## src/lsc_map.svh

```systemverilog
// register offsets, field positions, reset values and timing counts of the converter drive
`ifndef LSC_MAP_SVH
`define LSC_MAP_SVH
`define LSC_REG_CTRL 8'h00
`define LSC_REG_STATUS 8'h04
`define LSC_REG_IRQ_STAT 8'h08
`define LSC_REG_IRQ_MASK 8'h0C
`define LSC_REG_CMD 8'h10
`define LSC_CTRL_POL 0
`define LSC_CTRL_PHASE 1
`define LSC_CTRL_EDGE 2
`define LSC_CTRL_PARAB 3
`define LSC_CTRL_RUN 4
`define LSC_CTRL_RESET 5'h10
`define LSC_ST_EXT 0
`define LSC_ST_ALARM 1
`define LSC_ST_HON 2
`define LSC_ST_BON 3
`define LSC_ST_LATCH 4
`define LSC_IRQ_TRIP 0
`define LSC_IRQ_CLIM 1
`define LSC_IRQ_SEQ 2
`define LSC_IRQ_RESET 3'h0
`define LSC_CMD_CLR 0
`define LSC_CLK_NS 10
`define LSC_TRIG_DELAY_NS 500
`define LSC_ONESHOT_NS 100
`define LSC_SOFT_GAP_NS 20000
`define LSC_OVERVOLTAGE_SENSE_LINES 2
`define LSC_TRIG_DELAY_CYC ((`LSC_TRIG_DELAY_NS + `LSC_CLK_NS - 1) / `LSC_CLK_NS)
`define LSC_ONESHOT_CYC ((`LSC_ONESHOT_NS + `LSC_CLK_NS - 1) / `LSC_CLK_NS)
`define LSC_SOFT_GAP_CYC ((`LSC_SOFT_GAP_NS + `LSC_CLK_NS - 1) / `LSC_CLK_NS)
`endif

```

## src/lsc_pkg.sv

```systemverilog
// types shared by the converter drive files
package lsc_pkg;
	typedef enum logic [1:0] {SEQ_OFF, SEQ_H_UP, SEQ_BOTH, SEQ_B_DOWN} lsc_seq_e;
	typedef logic [31:0] lsc_word_t;
endpackage

```

## src/lsc_sync.sv

```systemverilog
// three-stage input synchroniser with agreement filter
module lsc_sync #(
	parameter int W = 1
) (
	// clock and reset
	input wire logic clk,
	input wire logic nrst,
	// asynchronous inputs and filtered result
	input wire logic [W-1:0] din,
	output logic [W-1:0] dout
);
	logic [W-1:0] s1_reg;
	logic [W-1:0] s2_reg;
	logic [W-1:0] s3_reg;
	// first stage feeds only the second
	always_ff @(posedge clk or negedge nrst) begin
		if (!nrst) begin
			s1_reg <= '0;
			s2_reg <= '0;
			s3_reg <= '0;
		end else begin
			s1_reg <= din;
			s2_reg <= s1_reg;
			s3_reg <= s2_reg;
		end
	end
	// a change counts only once stages two and three agree
	always_ff @(posedge clk or negedge nrst) begin
		if (!nrst) begin
			dout <= '0;
		end else begin
			for (int i = 0; i < W; i++) begin
				if (s2_reg[i] == s3_reg[i]) begin
					dout[i] <= s3_reg[i];
				end
			end
		end
	end
endmodule

```

## src/lsc_drive.sv

```systemverilog
// line-synchronised converter drive with protection, soft sequencing and avalon registers
`include "lsc_map.svh"
module lsc_drive #(
	parameter int TRIG_CYC = `LSC_TRIG_DELAY_CYC,
	parameter int ONESHOT_CYC = `LSC_ONESHOT_CYC,
	parameter int GAP_CYC = `LSC_SOFT_GAP_CYC,
	parameter int LINES = `LSC_OVERVOLTAGE_SENSE_LINES,
	parameter int CW = 12
) (
	// clock and reset
	input wire logic clk,
	input wire logic nrst,
	// avalon-mm slave
	input wire logic [7:0] address,
	input wire logic read,
	input wire logic write,
	input wire logic [31:0] writedata,
	input wire logic [3:0] byteenable,
	output logic [31:0] readdata,
	output logic waitrequest,
	// comparator inputs
	input wire logic cfg_cmp,
	input wire logic curr_cmp,
	input wire logic err_cmp,
	input wire logic overvoltage_sense,
	// horizontal timing inputs
	input wire logic hdrive_src,
	input wire logic flyback,
	input wire logic ramp_discharge,
	// drive outputs, converter drive is open collector
	output logic hdrive_out,
	output logic converter_drive_out,
	output logic converter_drive_oe,
	// interrupt
	output logic irq
);
	logic [6:0] sync_q;
	logic cfg_s, curr_s, err_s, ovp_s, hd_s, fly_s, ramp_s, hd_d, fly_d, ramp_d;
	logic [4:0] ctrl_reg;
	logic [2:0] irq_stat_reg, irq_mask_reg;
	logic [CW-1:0] fly_cnt_reg, fly_len_reg, trig_cnt_reg, shot_cnt_reg, gap_cnt_reg;
	logic [1:0] line_cnt_reg;
	logic trig_run_reg, shot_reg, latch_reg, gate_reg, trip_reg, ext_mode_reg;
	logic fly_rise, fly_mid, parab_start, set_event, shot_end, reset_cond, ramp_rise;
	logic req_take, wr_take, clr_wr, trip_set, clim_evt, seq_evt, want_run, hon, bon;
	lsc_pkg::lsc_seq_e seq_reg;
	//////////////////////////////////////////////////////////////////////
	// input conditioning: everything here is off-clock
	lsc_sync #(.W(7)) u_sync (
		.clk(clk),
		.nrst(nrst),
		.din({cfg_cmp, curr_cmp, err_cmp, overvoltage_sense, hdrive_src, flyback, ramp_discharge}),
		.dout(sync_q)
	);
	assign {cfg_s, curr_s, err_s, ovp_s, hd_s, fly_s, ramp_s} = sync_q;
	// previous values for edge detection
	always_ff @(posedge clk or negedge nrst) begin
		if (!nrst) begin
			hd_d <= 1'b0;
			fly_d <= 1'b0;
			ramp_d <= 1'b0;
		end else begin
			hd_d <= hd_s;
			fly_d <= fly_s;
			ramp_d <= ramp_s;
		end
	end
	// configuration comparator picks the ramp source
	always_ff @(posedge clk or negedge nrst) begin
		if (!nrst) begin
			ext_mode_reg <= 1'b1;
		end else begin
			ext_mode_reg <= !cfg_s;
		end
	end
	//////////////////////////////////////////////////////////////////////
	// flyback length measure; mid point uses last line's length
	assign fly_rise = fly_s && !fly_d;
	assign fly_mid = fly_s && (fly_len_reg != '0) && (fly_cnt_reg == (fly_len_reg >> 1));
	assign parab_start = ctrl_reg[`LSC_CTRL_PARAB] ? fly_mid : fly_rise;
	assign ramp_rise = ramp_s && !ramp_d;
	always_ff @(posedge clk or negedge nrst) begin
		if (!nrst) begin
			fly_cnt_reg <= '0;
			fly_len_reg <= '0;
		end else if (fly_rise) begin
			fly_cnt_reg <= '0;
		end else if (fly_s) begin
			if (fly_cnt_reg != '1) begin
				fly_cnt_reg <= fly_cnt_reg + 1'b1;
			end
		end else if (fly_d) begin
			fly_len_reg <= fly_cnt_reg; // saturates on very long flybacks
		end
	end
	// trigger delay after mid-flyback
	always_ff @(posedge clk or negedge nrst) begin
		if (!nrst) begin
			trig_run_reg <= 1'b0;
			trig_cnt_reg <= '0;
		end else if (fly_mid && ext_mode_reg && !ctrl_reg[`LSC_CTRL_PHASE]) begin
			trig_run_reg <= 1'b1;
			trig_cnt_reg <= '0;
		end else if (trig_run_reg) begin
			trig_cnt_reg <= trig_cnt_reg + 1'b1;
			if (trig_cnt_reg == CW'(TRIG_CYC - 1)) begin
				trig_run_reg <= 1'b0;
			end
		end
	end
	// set event source; edge bit matters only with phase 1
	always_comb begin
		set_event = 1'b0;
		if (ext_mode_reg) begin
			if (!ctrl_reg[`LSC_CTRL_PHASE]) begin
				set_event = trig_run_reg && (trig_cnt_reg == CW'(TRIG_CYC - 1));
			end else if (ctrl_reg[`LSC_CTRL_EDGE]) begin
				set_event = hd_s && !hd_d;
			end else begin
				set_event = !hd_s && hd_d;
			end
		end
	end
	// one-shot; the drive turns on when it ends
	always_ff @(posedge clk or negedge nrst) begin
		if (!nrst) begin
			shot_reg <= 1'b0;
			shot_cnt_reg <= '0;
		end else if (set_event) begin
			shot_reg <= 1'b1;
			shot_cnt_reg <= '0;
		end else if (shot_reg) begin
			shot_cnt_reg <= shot_cnt_reg + 1'b1;
			if (shot_cnt_reg == CW'(ONESHOT_CYC - 1)) begin
				shot_reg <= 1'b0;
			end
		end
	end
	assign shot_end = shot_reg && (shot_cnt_reg == CW'(ONESHOT_CYC - 1)) && !set_event;
	// current limit only counts with the external ramp
	assign reset_cond = err_s || (ext_mode_reg && curr_s);
	//////////////////////////////////////////////////////////////////////
	// drive latch; reset dominates a coincident set
	always_ff @(posedge clk or negedge nrst) begin
		if (!nrst) begin
			latch_reg <= 1'b0;
		end else if (reset_cond) begin
			latch_reg <= 1'b0;
		end else if (ext_mode_reg ? shot_end : ramp_rise) begin
			latch_reg <= 1'b1;
		end
	end
	// internal ramp: latch reaches the output only from parabola start (flyback start, or mid-flyback with the parab bit)
	always_ff @(posedge clk or negedge nrst) begin
		if (!nrst) begin
			gate_reg <= 1'b0;
		end else if (ext_mode_reg || !latch_reg || reset_cond) begin
			gate_reg <= ext_mode_reg;
		end else if (parab_start) begin
			gate_reg <= 1'b1;
		end
	end
	//////////////////////////////////////////////////////////////////////
	// overvoltage: two flyback lines of persistence before trip
	always_ff @(posedge clk or negedge nrst) begin
		if (!nrst) begin
			line_cnt_reg <= '0;
		end else if (!ovp_s || trip_reg) begin
			line_cnt_reg <= '0;
		end else if (fly_rise) begin
			line_cnt_reg <= line_cnt_reg + 1'b1;
		end
	end
	assign trip_set = ovp_s && fly_rise && (line_cnt_reg == 2'(LINES - 1)) && !trip_reg;
	// trip latch; a new trip beats a clear
	always_ff @(posedge clk or negedge nrst) begin
		if (!nrst) begin
			trip_reg <= 1'b0;
		end else if (trip_set) begin
			trip_reg <= 1'b1;
		end else if (clr_wr) begin
			trip_reg <= 1'b0;
		end
	end
	//////////////////////////////////////////////////////////////////////
	// soft start/stop: hdrive leads in and trails out
	assign want_run = ctrl_reg[`LSC_CTRL_RUN] && !trip_reg;
	always_ff @(posedge clk or negedge nrst) begin
		if (!nrst) begin
			seq_reg <= lsc_pkg::SEQ_OFF;
			gap_cnt_reg <= '0;
		end else begin
			case (seq_reg)
				lsc_pkg::SEQ_OFF: begin
					gap_cnt_reg <= '0;
					if (want_run) begin
						seq_reg <= lsc_pkg::SEQ_H_UP;
					end
				end
				lsc_pkg::SEQ_H_UP: begin
					gap_cnt_reg <= gap_cnt_reg + 1'b1;
					if (!want_run) begin
						seq_reg <= lsc_pkg::SEQ_B_DOWN;
						gap_cnt_reg <= '0;
					end else if (gap_cnt_reg == CW'(GAP_CYC - 1)) begin
						seq_reg <= lsc_pkg::SEQ_BOTH;
					end
				end
				lsc_pkg::SEQ_BOTH: begin
					gap_cnt_reg <= '0;
					if (!want_run) begin
						seq_reg <= lsc_pkg::SEQ_B_DOWN;
					end
				end
				lsc_pkg::SEQ_B_DOWN: begin
					gap_cnt_reg <= gap_cnt_reg + 1'b1;
					if (gap_cnt_reg == CW'(GAP_CYC - 1)) begin
						seq_reg <= lsc_pkg::SEQ_OFF;
					end
				end
				default: begin
					seq_reg <= lsc_pkg::SEQ_OFF;
				end
			endcase
		end
	end
	assign hon = seq_reg != lsc_pkg::SEQ_OFF;
	assign bon = seq_reg == lsc_pkg::SEQ_BOTH;
	// output stage, all registered
	always_ff @(posedge clk or negedge nrst) begin
		if (!nrst) begin
			hdrive_out <= 1'b0;
			converter_drive_out <= 1'b0;
			converter_drive_oe <= 1'b1;
		end else begin
			hdrive_out <= hon && hd_s;
			converter_drive_out <= (bon && latch_reg && gate_reg) ^ ctrl_reg[`LSC_CTRL_POL];
			converter_drive_oe <= !((bon && latch_reg && gate_reg) ^ ctrl_reg[`LSC_CTRL_POL]);
		end
	end
	//////////////////////////////////////////////////////////////////////
	// avalon slave: one wait cycle, then answer
	assign req_take = (read || write) && waitrequest;
	assign wr_take = write && !waitrequest && byteenable[0];
	assign clr_wr = wr_take && (address == `LSC_REG_CMD) && writedata[`LSC_CMD_CLR];
	always_ff @(posedge clk or negedge nrst) begin
		if (!nrst) begin
			waitrequest <= 1'b1;
			readdata <= '0;
		end else begin
			waitrequest <= !req_take;
			if (req_take && read) begin
				case (address)
					`LSC_REG_CTRL: readdata <= {27'h0000000, ctrl_reg};
					`LSC_REG_STATUS: readdata <= {27'h0000000, latch_reg, bon, hon, trip_reg, ext_mode_reg};
					`LSC_REG_IRQ_STAT: readdata <= {29'h00000000, irq_stat_reg};
					`LSC_REG_IRQ_MASK: readdata <= {29'h00000000, irq_mask_reg};
					default: readdata <= '0;
				endcase
			end
		end
	end
	// control and mask registers
	always_ff @(posedge clk or negedge nrst) begin
		if (!nrst) begin
			ctrl_reg <= `LSC_CTRL_RESET;
			irq_mask_reg <= `LSC_IRQ_RESET;
		end else if (wr_take && address == `LSC_REG_CTRL) begin
			ctrl_reg <= writedata[4:0];
		end else if (wr_take && address == `LSC_REG_IRQ_MASK) begin
			irq_mask_reg <= writedata[2:0];
		end
	end
	// sticky events, write one to clear, set wins
	assign clim_evt = ext_mode_reg && curr_s && latch_reg;
	assign seq_evt = (seq_reg == lsc_pkg::SEQ_H_UP || seq_reg == lsc_pkg::SEQ_B_DOWN)
		&& (gap_cnt_reg == CW'(GAP_CYC - 1));
	always_ff @(posedge clk or negedge nrst) begin
		if (!nrst) begin
			irq_stat_reg <= `LSC_IRQ_RESET;
			irq <= 1'b0;
		end else begin
			irq_stat_reg <= (irq_stat_reg & ~((wr_take && address == `LSC_REG_IRQ_STAT) ?
				writedata[2:0] : 3'h0)) | {seq_evt, clim_evt, trip_set};
			irq <= |(irq_stat_reg & irq_mask_reg);
		end
	end
	//////////////////////////////////////////////////////////////////////
	// checks
	property p_ext_sel;
		@(posedge clk) disable iff (!nrst) 1'b1 |=> ext_mode_reg == !$past(cfg_s);
	endproperty
	a_ext_sel: assert property (p_ext_sel) else $error("ramp mode not tracking comparator");
	property p_rise_edge;
		@(posedge clk) disable iff (!nrst)
		ext_mode_reg && ctrl_reg[1] && ctrl_reg[2] && hd_s && !hd_d |=> shot_reg;
	endproperty
	a_rise_edge: assert property (p_rise_edge) else $error("rising edge did not fire");
	property p_fall_edge;
		@(posedge clk) disable iff (!nrst)
		ext_mode_reg && ctrl_reg[1] && !ctrl_reg[2] && hd_s && !hd_d && !set_event |=> !$rose(shot_reg);
	endproperty
	a_fall_edge: assert property (p_fall_edge) else $error("rising edge fired in falling mode");
	property p_shot_set;
		@(posedge clk) disable iff (!nrst)
		ext_mode_reg && $fell(shot_reg) && !$past(set_event) && !reset_cond && !$past(reset_cond)
		|-> latch_reg;
	endproperty
	a_shot_set: assert property (p_shot_set) else $error("latch not set after one-shot");
	property p_curr_rst;
		@(posedge clk) disable iff (!nrst) ext_mode_reg && curr_s |=> !latch_reg;
	endproperty
	a_curr_rst: assert property (p_curr_rst) else $error("current limit did not reset");
	property p_err_rst;
		@(posedge clk) disable iff (!nrst) err_s |=> !latch_reg;
	endproperty
	a_err_rst: assert property (p_err_rst) else $error("error comparator did not reset");
	property p_int_hold;
		@(posedge clk) disable iff (!nrst)
		!ext_mode_reg && latch_reg && !err_s ##1 !ext_mode_reg |-> latch_reg;
	endproperty
	a_int_hold: assert property (p_int_hold) else $error("internal latch reset without error");
	property p_pol;
		@(posedge clk) disable iff (!nrst)
		1'b1 |=> converter_drive_out == ($past(bon && latch_reg && gate_reg) ^ $past(ctrl_reg[0]));
	endproperty
	a_pol: assert property (p_pol) else $error("drive polarity wrong");
	property p_order;
		@(posedge clk) disable iff (!nrst) $rose(bon) |-> $past(hon, 2);
	endproperty
	a_order: assert property (p_order) else $error("converter drive led hdrive");
	property p_trip_off;
		@(posedge clk) disable iff (!nrst) $rose(trip_reg) |-> ##[0:1] !bon;
	endproperty
	a_trip_off: assert property (p_trip_off) else $error("trip left converter drive on");
	property p_trip_cause;
		@(posedge clk) disable iff (!nrst) $rose(trip_reg) |-> $past(ovp_s) && $past(line_cnt_reg) == 2'(LINES - 1);
	endproperty
	a_trip_cause: assert property (p_trip_cause) else $error("trip without two lines");
	property p_latched;
		@(posedge clk) disable iff (!nrst) trip_reg && !clr_wr |=> trip_reg;
	endproperty
	a_latched: assert property (p_latched) else $error("protection released by itself");
	c_trip: cover property (@(posedge clk) disable iff (!nrst) $rose(trip_reg));
	c_b_on: cover property (@(posedge clk) disable iff (!nrst) $rose(bon));
	c_int_gate: cover property (@(posedge clk) disable iff (!nrst) !ext_mode_reg && $rose(gate_reg));
	c_clr: cover property (@(posedge clk) disable iff (!nrst) trip_reg ##1 !trip_reg);
endmodule

```

## config.mk

```make
export PLATFORM = sky130hd
export DESIGN_NAME = lsc_drive
export DESIGN_NICKNAME = d
export VERILOG_FILES = /design/src/lsc_pkg.sv /design/src/lsc_sync.sv /design/src/lsc_drive.sv
export VERILOG_INCLUDE_DIRS = /design/src
export SDC_FILE = /design/constraint.sdc
export NUM_CORES = 1
export LEC_CHECK = 0
export ABC_AREA = 1
export BUFFER_PORTS_ARGS = -buffer_cell sky130_fd_sc_hd__buf_4
export CELL_PAD_IN_SITES_DETAIL_PLACEMENT = 1
export CELL_PAD_IN_SITES_GLOBAL_PLACEMENT = 2
export CORE_UTILIZATION = 33
export CTS_CLUSTER_SIZE = 24
export DETAILED_ROUTE_END_ITERATION = 12
export PLACE_DENSITY_LB_ADDON = 0.1
export SYNTH_ARGS = -nofsm -noshare
export SYNTH_HDL_FRONTEND = slang
export SYNTH_HIERARCHICAL = 1
export SYNTH_SLANG_ARGS = --single-unit
```

## constraint.sdc

```tcl
create_clock -name clk -period 2.4 [get_ports clk]
set_clock_uncertainty 0.2 [all_clocks]
set_input_delay 0.24 -clock clk [delete_from_list [all_inputs] [get_ports clk]]
set_output_delay 0.24 -clock clk [all_outputs]
set_load 0.005 [all_outputs]
```

==> results of run 1 <==
[worst max-delay path by stage]
stage	startpoint	to
after floorplan	fly_cnt_reg[0]	fly_cnt_reg[3]
after global placement	u_sync/dout[1]	trig_cnt_reg[2]
after detailed placement	u_sync/dout[1]	trig_cnt_reg[4]
after CTS	read	readdata[1]
after global routing	fly_cnt_reg[0]	fly_cnt_reg[1]
final	read	readdata[1]
[cells in the final DEF, fill, tap and decap left out, drive strengths merged, types with 2 or more instances in the layout]
master       instances
xor2                 7
ha                  11
nand3b               6
conb                27
o21ai               58
clkinv               4
nor2                90
buf                 40
nand4                7
nand3               56
dfrtp              118
o21bai               3
nor3b                4
xnor2                3
nand2              207
dfstp                4
dlygate4sd3         15
a21oi               23
clkinvlp             2
nor3                17
nor4                 3
inv                120
clkbuf              17
[power by group through the flow]
stage | clock, uW | sequential [uW] | combinational, uW
2_1_floorplan | 0 | 2440 | 831
3_3_place_gp | 0 | 2500 | 1070
3_5_place_dp | 0 | 2520 | 1100
4_1_cts | 2670 | 2480 | 1130
5_1_grt | 2750 | 2520 | 1310
6_report | 2590 | 2480 | 1100
[through the flow]
stage | power, uW | hold WS [ps] | instances
finish | 6170 | 26.2 | 1077
global route | 6580 | 73.7 | 1077
CTS | 6280 | 14.1 | 1077
detailed placement | 3620 | -5.50 | 1030
global placement | 3570 | -12.3 | 1030
floorplan | 3270 | -256 | 794
[tightest hold or removal path, cell delays in order]
cell and delay (ps):
buf_4 80, nand3b_1 100, nor4_1 50, o21ai_0 130
[logic make-up after synthesis]
logic type	share of synthesized area, %
buffers and inverters	10.9
other	0.0611
AND/OR/NAND/NOR	27.8
adder cells (fa/ha/maj)	2.24
AO/OA/AOI/OAI	7.79
XOR/XNOR	1.43
flip-flops	49.8
[layer usage]
layer | wire length (um) | part of all wire, % | global-route usage [%] | up-vias
met3 | 324 | 2.2 | 3.98 | 11
met1 | 6810 | 46 | 20.1 | 2418
met2 | 7480 | 51 | 29.9 | 52
li1 | - | - | - | 2493
met5 | 0 | 0 | 0 | -
met4 | 162 | 1.1 | 5.26 | 0
[area by class of cell]
type	instances	area, um^2	share of cell area [%]
flip-flops and latches	122	3060	41.7
well taps	229	287	3.91
clock buffers	17	425	5.80
multi-input cells	527	2510	34.2
clock inverters	15	175	2.39
inverters	112	420	5.73
repair buffers	55	463	6.31
==> metrics.txt, run 1 <==
final weighted congestion in routability-driven placement 0.773; TritonCTS clock tree built; starting density of the core 33.9%; startpoint of the lowest-slack hold path address[5]; destination of the worst register-to-register timing path fly_cnt_reg[1]; Net Switching between 1500 and 2000 uW; H-tree levels 4; global-route wire length before repair 25.7 mm; instance area after placement 6590 um^2; static leakage 0.00370 uW; clock power share 42.0%; Post-CTS Hold Buffers 15; Rows between 40 and 50; DR iter-0 viols 151; beginning of the worst register-to-register path fly_cnt_reg[0]; placement-stage worst setup slack 424 ps; number of antenna violations at the first check in global routing 0; port buffer count 34; number of pins with negative max-slew slack in the final report 0; maximum number of pins on one net before global-route repair 48; transition time at the pin with the least slew margin 499 ps; path type of the worst min-delay path input pin to register; die footprint 19100 um^2; Die W 138 um; Worst path max stage delay 560 ps; dominant cell by count in the synthesized netlist nand2_1; Max Freq 493 MHz; placed wire-length estimate around 11 mm; switching share of power 32.3%; floorplan die height 138 um; number of cells on the critical path 9; worst min-delay path endpoint trip_reg; cells after synthesis 768; Critical Path Start Type input pin; violated checks DRC; Yosys top cell by area dfrtp_1; crit end category register; final critical delay including setup and external delays 2030 ps; WP buf/inv 5; Hold Path Cell Cnt 4; peak fanout along the critical path 6; cell area after synthesis 6140 um^2; Netlist cell types 38; area fraction of the dominant cell type after synthesis 48.1%; worst path cell trace dlygate4sd3_1 > buf_4 > nor2_1 > dlygate4sd3_1 > inv_1 > nand3_1 > inv_1 > o21ai_0 > nand2_1; number of primary I/O pins 92; fraction of synthesis flops using an asynchronous set or reset pin 100%; CP required 2490 ps; max capacitance violation total 0; Root Driver clkbuf_16; number of endpoints failing setup at the final stage 0; final worst-path setup slack 371 ps; critical path start-end classification input pin to register; ratio of final minimum period to clock period between 80% and 90%; part of the total power dissipated in combinational logic 17.9%; worst-case reg-to-reg path depth 10; RSZ-0062 raised after global routing no; worst setup slack for register-to-register paths 450 ps; number of synthesized register bits 122; CP max stage cell dlygate4sd3_1; routed vias/inst 4.62; DR WL/cell 13.7 um; mean post-synth cell area 7.99 um^2; top cell types by occurrence after synthesis nand2_1 (204), dfrtp_1 (118), inv_1 (110), nor2_1 (85), nand3_1 (54); clock sink count 122; first-pass iteration count of the detailed router 10; register clock-pin slew on the reported worst setup and hold paths approximately 60 ps; commonest register cell after synthesis dfrtp_1; internal power component 4180 uW; proportion of layout cells with a drive suffix above 1 11.2%; Post-CTS Setup Repair Bufs 0; total routed wirelength around 15 mm; count of fill cells added during filler insertion around 2200; arrival time of the worst setup path 2120 ps; main area contributors after synthesis dfrtp_1 (48%), nand2_1 (12%), inv_1 (6.7%); Post-Route Setup TNS 0 ps; worst slew slack as a fraction of its limit roughly two thirds; hold violation total from the final report 0; vias in the first global route around 5300; global-route usage over all layers 16.9%; area grow syn2layout 19.6%; Std-Cell Core Area 18100 um^2; overall via count from detail_route 4974; count of instances resized after the clock tree is built 0; clock insertion delay at the later pin of the skew report 420 ps; Routed Antenna Nets 0; number of inserted diodes 0; Sequential Power Share 40.1%; number of buffers added by the clock tree synthesis step 17; fin area about 7300 um^2; cell family with the largest share of critical-path delay buffers and inverters; Congestion Overflow GR 0; number of enable-type register cells in the synthesized netlist 0; total of warnings raised by yosys 6; final standard cell utilization of the core 40.6%; largest vdd supply drop between 0.4 and 0.5 mV; Pwr Density 841 nW/um^2; register area share after synthesis 49.8%; status finished with violations; Final Net Count approximately 900; residual DRC count 4; Clock Tree Buf Depth 2
Note: power is estimated with default switching activity, not from simulation.
==> inputs of run 2 (changes only) <==
==> constraint.sdc (replaced) <==
create_clock -name clk -period 2.1 [get_ports clk]
set_clock_uncertainty 0.2 [all_clocks]
set_input_delay 0.21 -clock clk [delete_from_list [all_inputs] [get_ports clk]]
set_output_delay 0.21 -clock clk [all_outputs]
set_load 0.005 [all_outputs]
==> run 2 against run 1 <==
Against the previous run: the flow still finishes with violations (DRC); non-clock buffer count grew 8; sequential share of layout area is 0.53 points lower; clock-buffer cell count is the same; routed wire length is 3.6% higher; global-route usage increased by 0.80 points; cell count rose by 0.74%; largest cell class unchanged; register-to-register slack got worse by 200 ps; design area increased by 1.3%; die area unchanged.
==> metrics.txt, run 2 (synthesis gave the netlist of run 1 again) <==
total routed wirelength 15.3 mm; number of pins with negative max-slew slack in the final report 0; RSZ-0062 raised after global routing no; path type of the worst min-delay path input pin to register; worst-case reg-to-reg path depth 10; area grow syn2layout 21.1%; ratio of final minimum period to clock period a little over nine tenths; floorplan die height roughly 140 um; crit end category register; max capacitance violation total 0; largest vdd supply drop 0.541 mV; Pwr Density 959 nW/um^2; global-route usage over all layers 17.7%; fin area between 7000 and 8000 um^2; H-tree levels 4; number of inserted diodes 0; DR WL/cell between 10 and 15 um; number of primary I/O pins 92; count of fill cells added during filler insertion 2172; worst slew slack as a fraction of its limit 61.6%; count of instances resized after the clock tree is built 0; TritonCTS clock tree built; Max Freq around 500 MHz; Routed Antenna Nets 0; arrival time of the worst setup path 2080 ps; global-route wire length before repair 26.8 mm; status finished with violations; residual DRC count 4; hold violation total from the final report 0; Post-Route Setup TNS 0 ps; Congestion Overflow GR 0; first-pass iteration count of the detailed router 10; Final Net Count 909; most common cell after layout, fill and taps aside nand2_1; clock insertion delay at the later pin of the skew report 430 ps; starting density of the core approximately a third; instance area after placement 6680 um^2; violated checks DRC; peak fanout along the critical path 6; top library cells by usage in the layout, fill and taps aside nand2_1 (204), dfrtp_1 (118), inv_1 (110); CP required roughly 2200 ps; Hold Path Cell Cnt 4; Clock Tree Buf Depth 2; die footprint 19100 um^2; final weighted congestion in routability-driven placement 0.762; critical path start-end classification input pin to register; routed vias/inst about 4.6; number of antenna violations at the first check in global routing 0; vias in the first global route about 5500; Die W 138 um; Critical Path Start Type input pin; footprint of the flip-flops and latches 3060 um^2; transition time at the pin with the least slew margin around 580 ps; Rows 49; Std-Cell Core Area 18100 um^2; clock sink count between 100 and 150; maximum number of pins on one net before global-route repair 36; placed wire-length estimate around 11 mm; overall via count from detail_route 4967; register clock-pin slew on the reported worst setup and hold paths approximately 60 ps; static leakage 0.00375 uW; number of buffers added by the clock tree synthesis step 17; final critical delay including setup and external delays 1980 ps; proportion of layout cells with a drive suffix above 1 between 10% and 20%; footprint of the multi-input gates 2510 um^2; port buffer count 34; number of endpoints failing setup at the final stage 0; Root Driver clkbuf_16; worst hold-check slack 8.88 ps; DR iter-0 viols roughly 110
[run 2: cell count changes in the layout (fill, tap and decap cells not counted), sizes merged]
cell	delta
buf	+8
clkinvlp	+1
inv	+1
clkinv	-2
[run 2: routing by layer]
metal | track usage [%] | vias up | share of wire [%]
met1 | 21.2 | 2384 | 46
met3 | 3.74 | 16 | 2.2
li1 | - | 2516 | -
met5 | 0 | - | 0
met2 | 31.2 | 51 | 50
met4 | 6.09 | 0 | 1.4
[run 2: timing repair]
item	4_1_cts	5_1_grt
endpoints found under the hold margin	90	0
hold buffers	15	0
buffers inserted	0	0
[run 2: area by class of cell]
| class | count | share of cell area, % |
|---|---|---|
| clock inverter | 15 | 2.31 |
| multi-input combinational | 527 | 33.8 |
| sequential | 122 | 41.2 |
| tap | 229 | 3.86 |
| inverter | 112 | 5.66 |
| timing repair buffer | 63 | 7.54 |
| clock buffer | 17 | 5.72 |
[run 2: path summary, 6_finish.rpt]
path | end | slack (ps) | start
worst max-delay path | readdata[2] | 120 | read
worst min-delay path | trip_reg | 9 | address[5]
worst max register to register | fly_cnt_reg[1] | 250 | fly_cnt_reg[1]
worst min register to register | u_sync/s2_reg[1] | 150 | u_sync/s1_reg[1]
max in group asynchronous | waitrequest | 920 | nrst
min in group asynchronous | fly_cnt_reg[6] | 130 | nrst
[run 2: per-stage QoR]
| step | power (uW) | utilization (%) | setup slack [ps] | instances |
|---|---|---|---|---|
| 2_1_floorplan | 3740 | - | 434 | 794 |
| 3_3_place_gp | 4110 | 37.0 | 288 | 1038 |
| 3_5_place_dp | 4180 | 37.0 | 239 | 1038 |
| 4_1_cts | 7250 | 41.1 | 124 | 1085 |
| 5_1_grt | 7590 | 41.1 | 6.63 | 1085 |
| 6_report | 7130 | 41.1 | 119 | 1085 |
[run 2: power by group]
part,internal (uW),total [uW],leakage (uW),switching [uW]
Sequential,2590,2820,0.00157,233
Combinational,515,1320,0.00190,806
Clock,1700,2990,0.000285,1290
[run 2: worst max-delay path: stages]
cell	delay [ps]
dlygate4sd3_1	540
buf_4	140
nor2_1	70
dlygate4sd3_1	540
inv_1	50
nand3_1	180
inv_1	130
o21ai_0	130
nand2_1	80
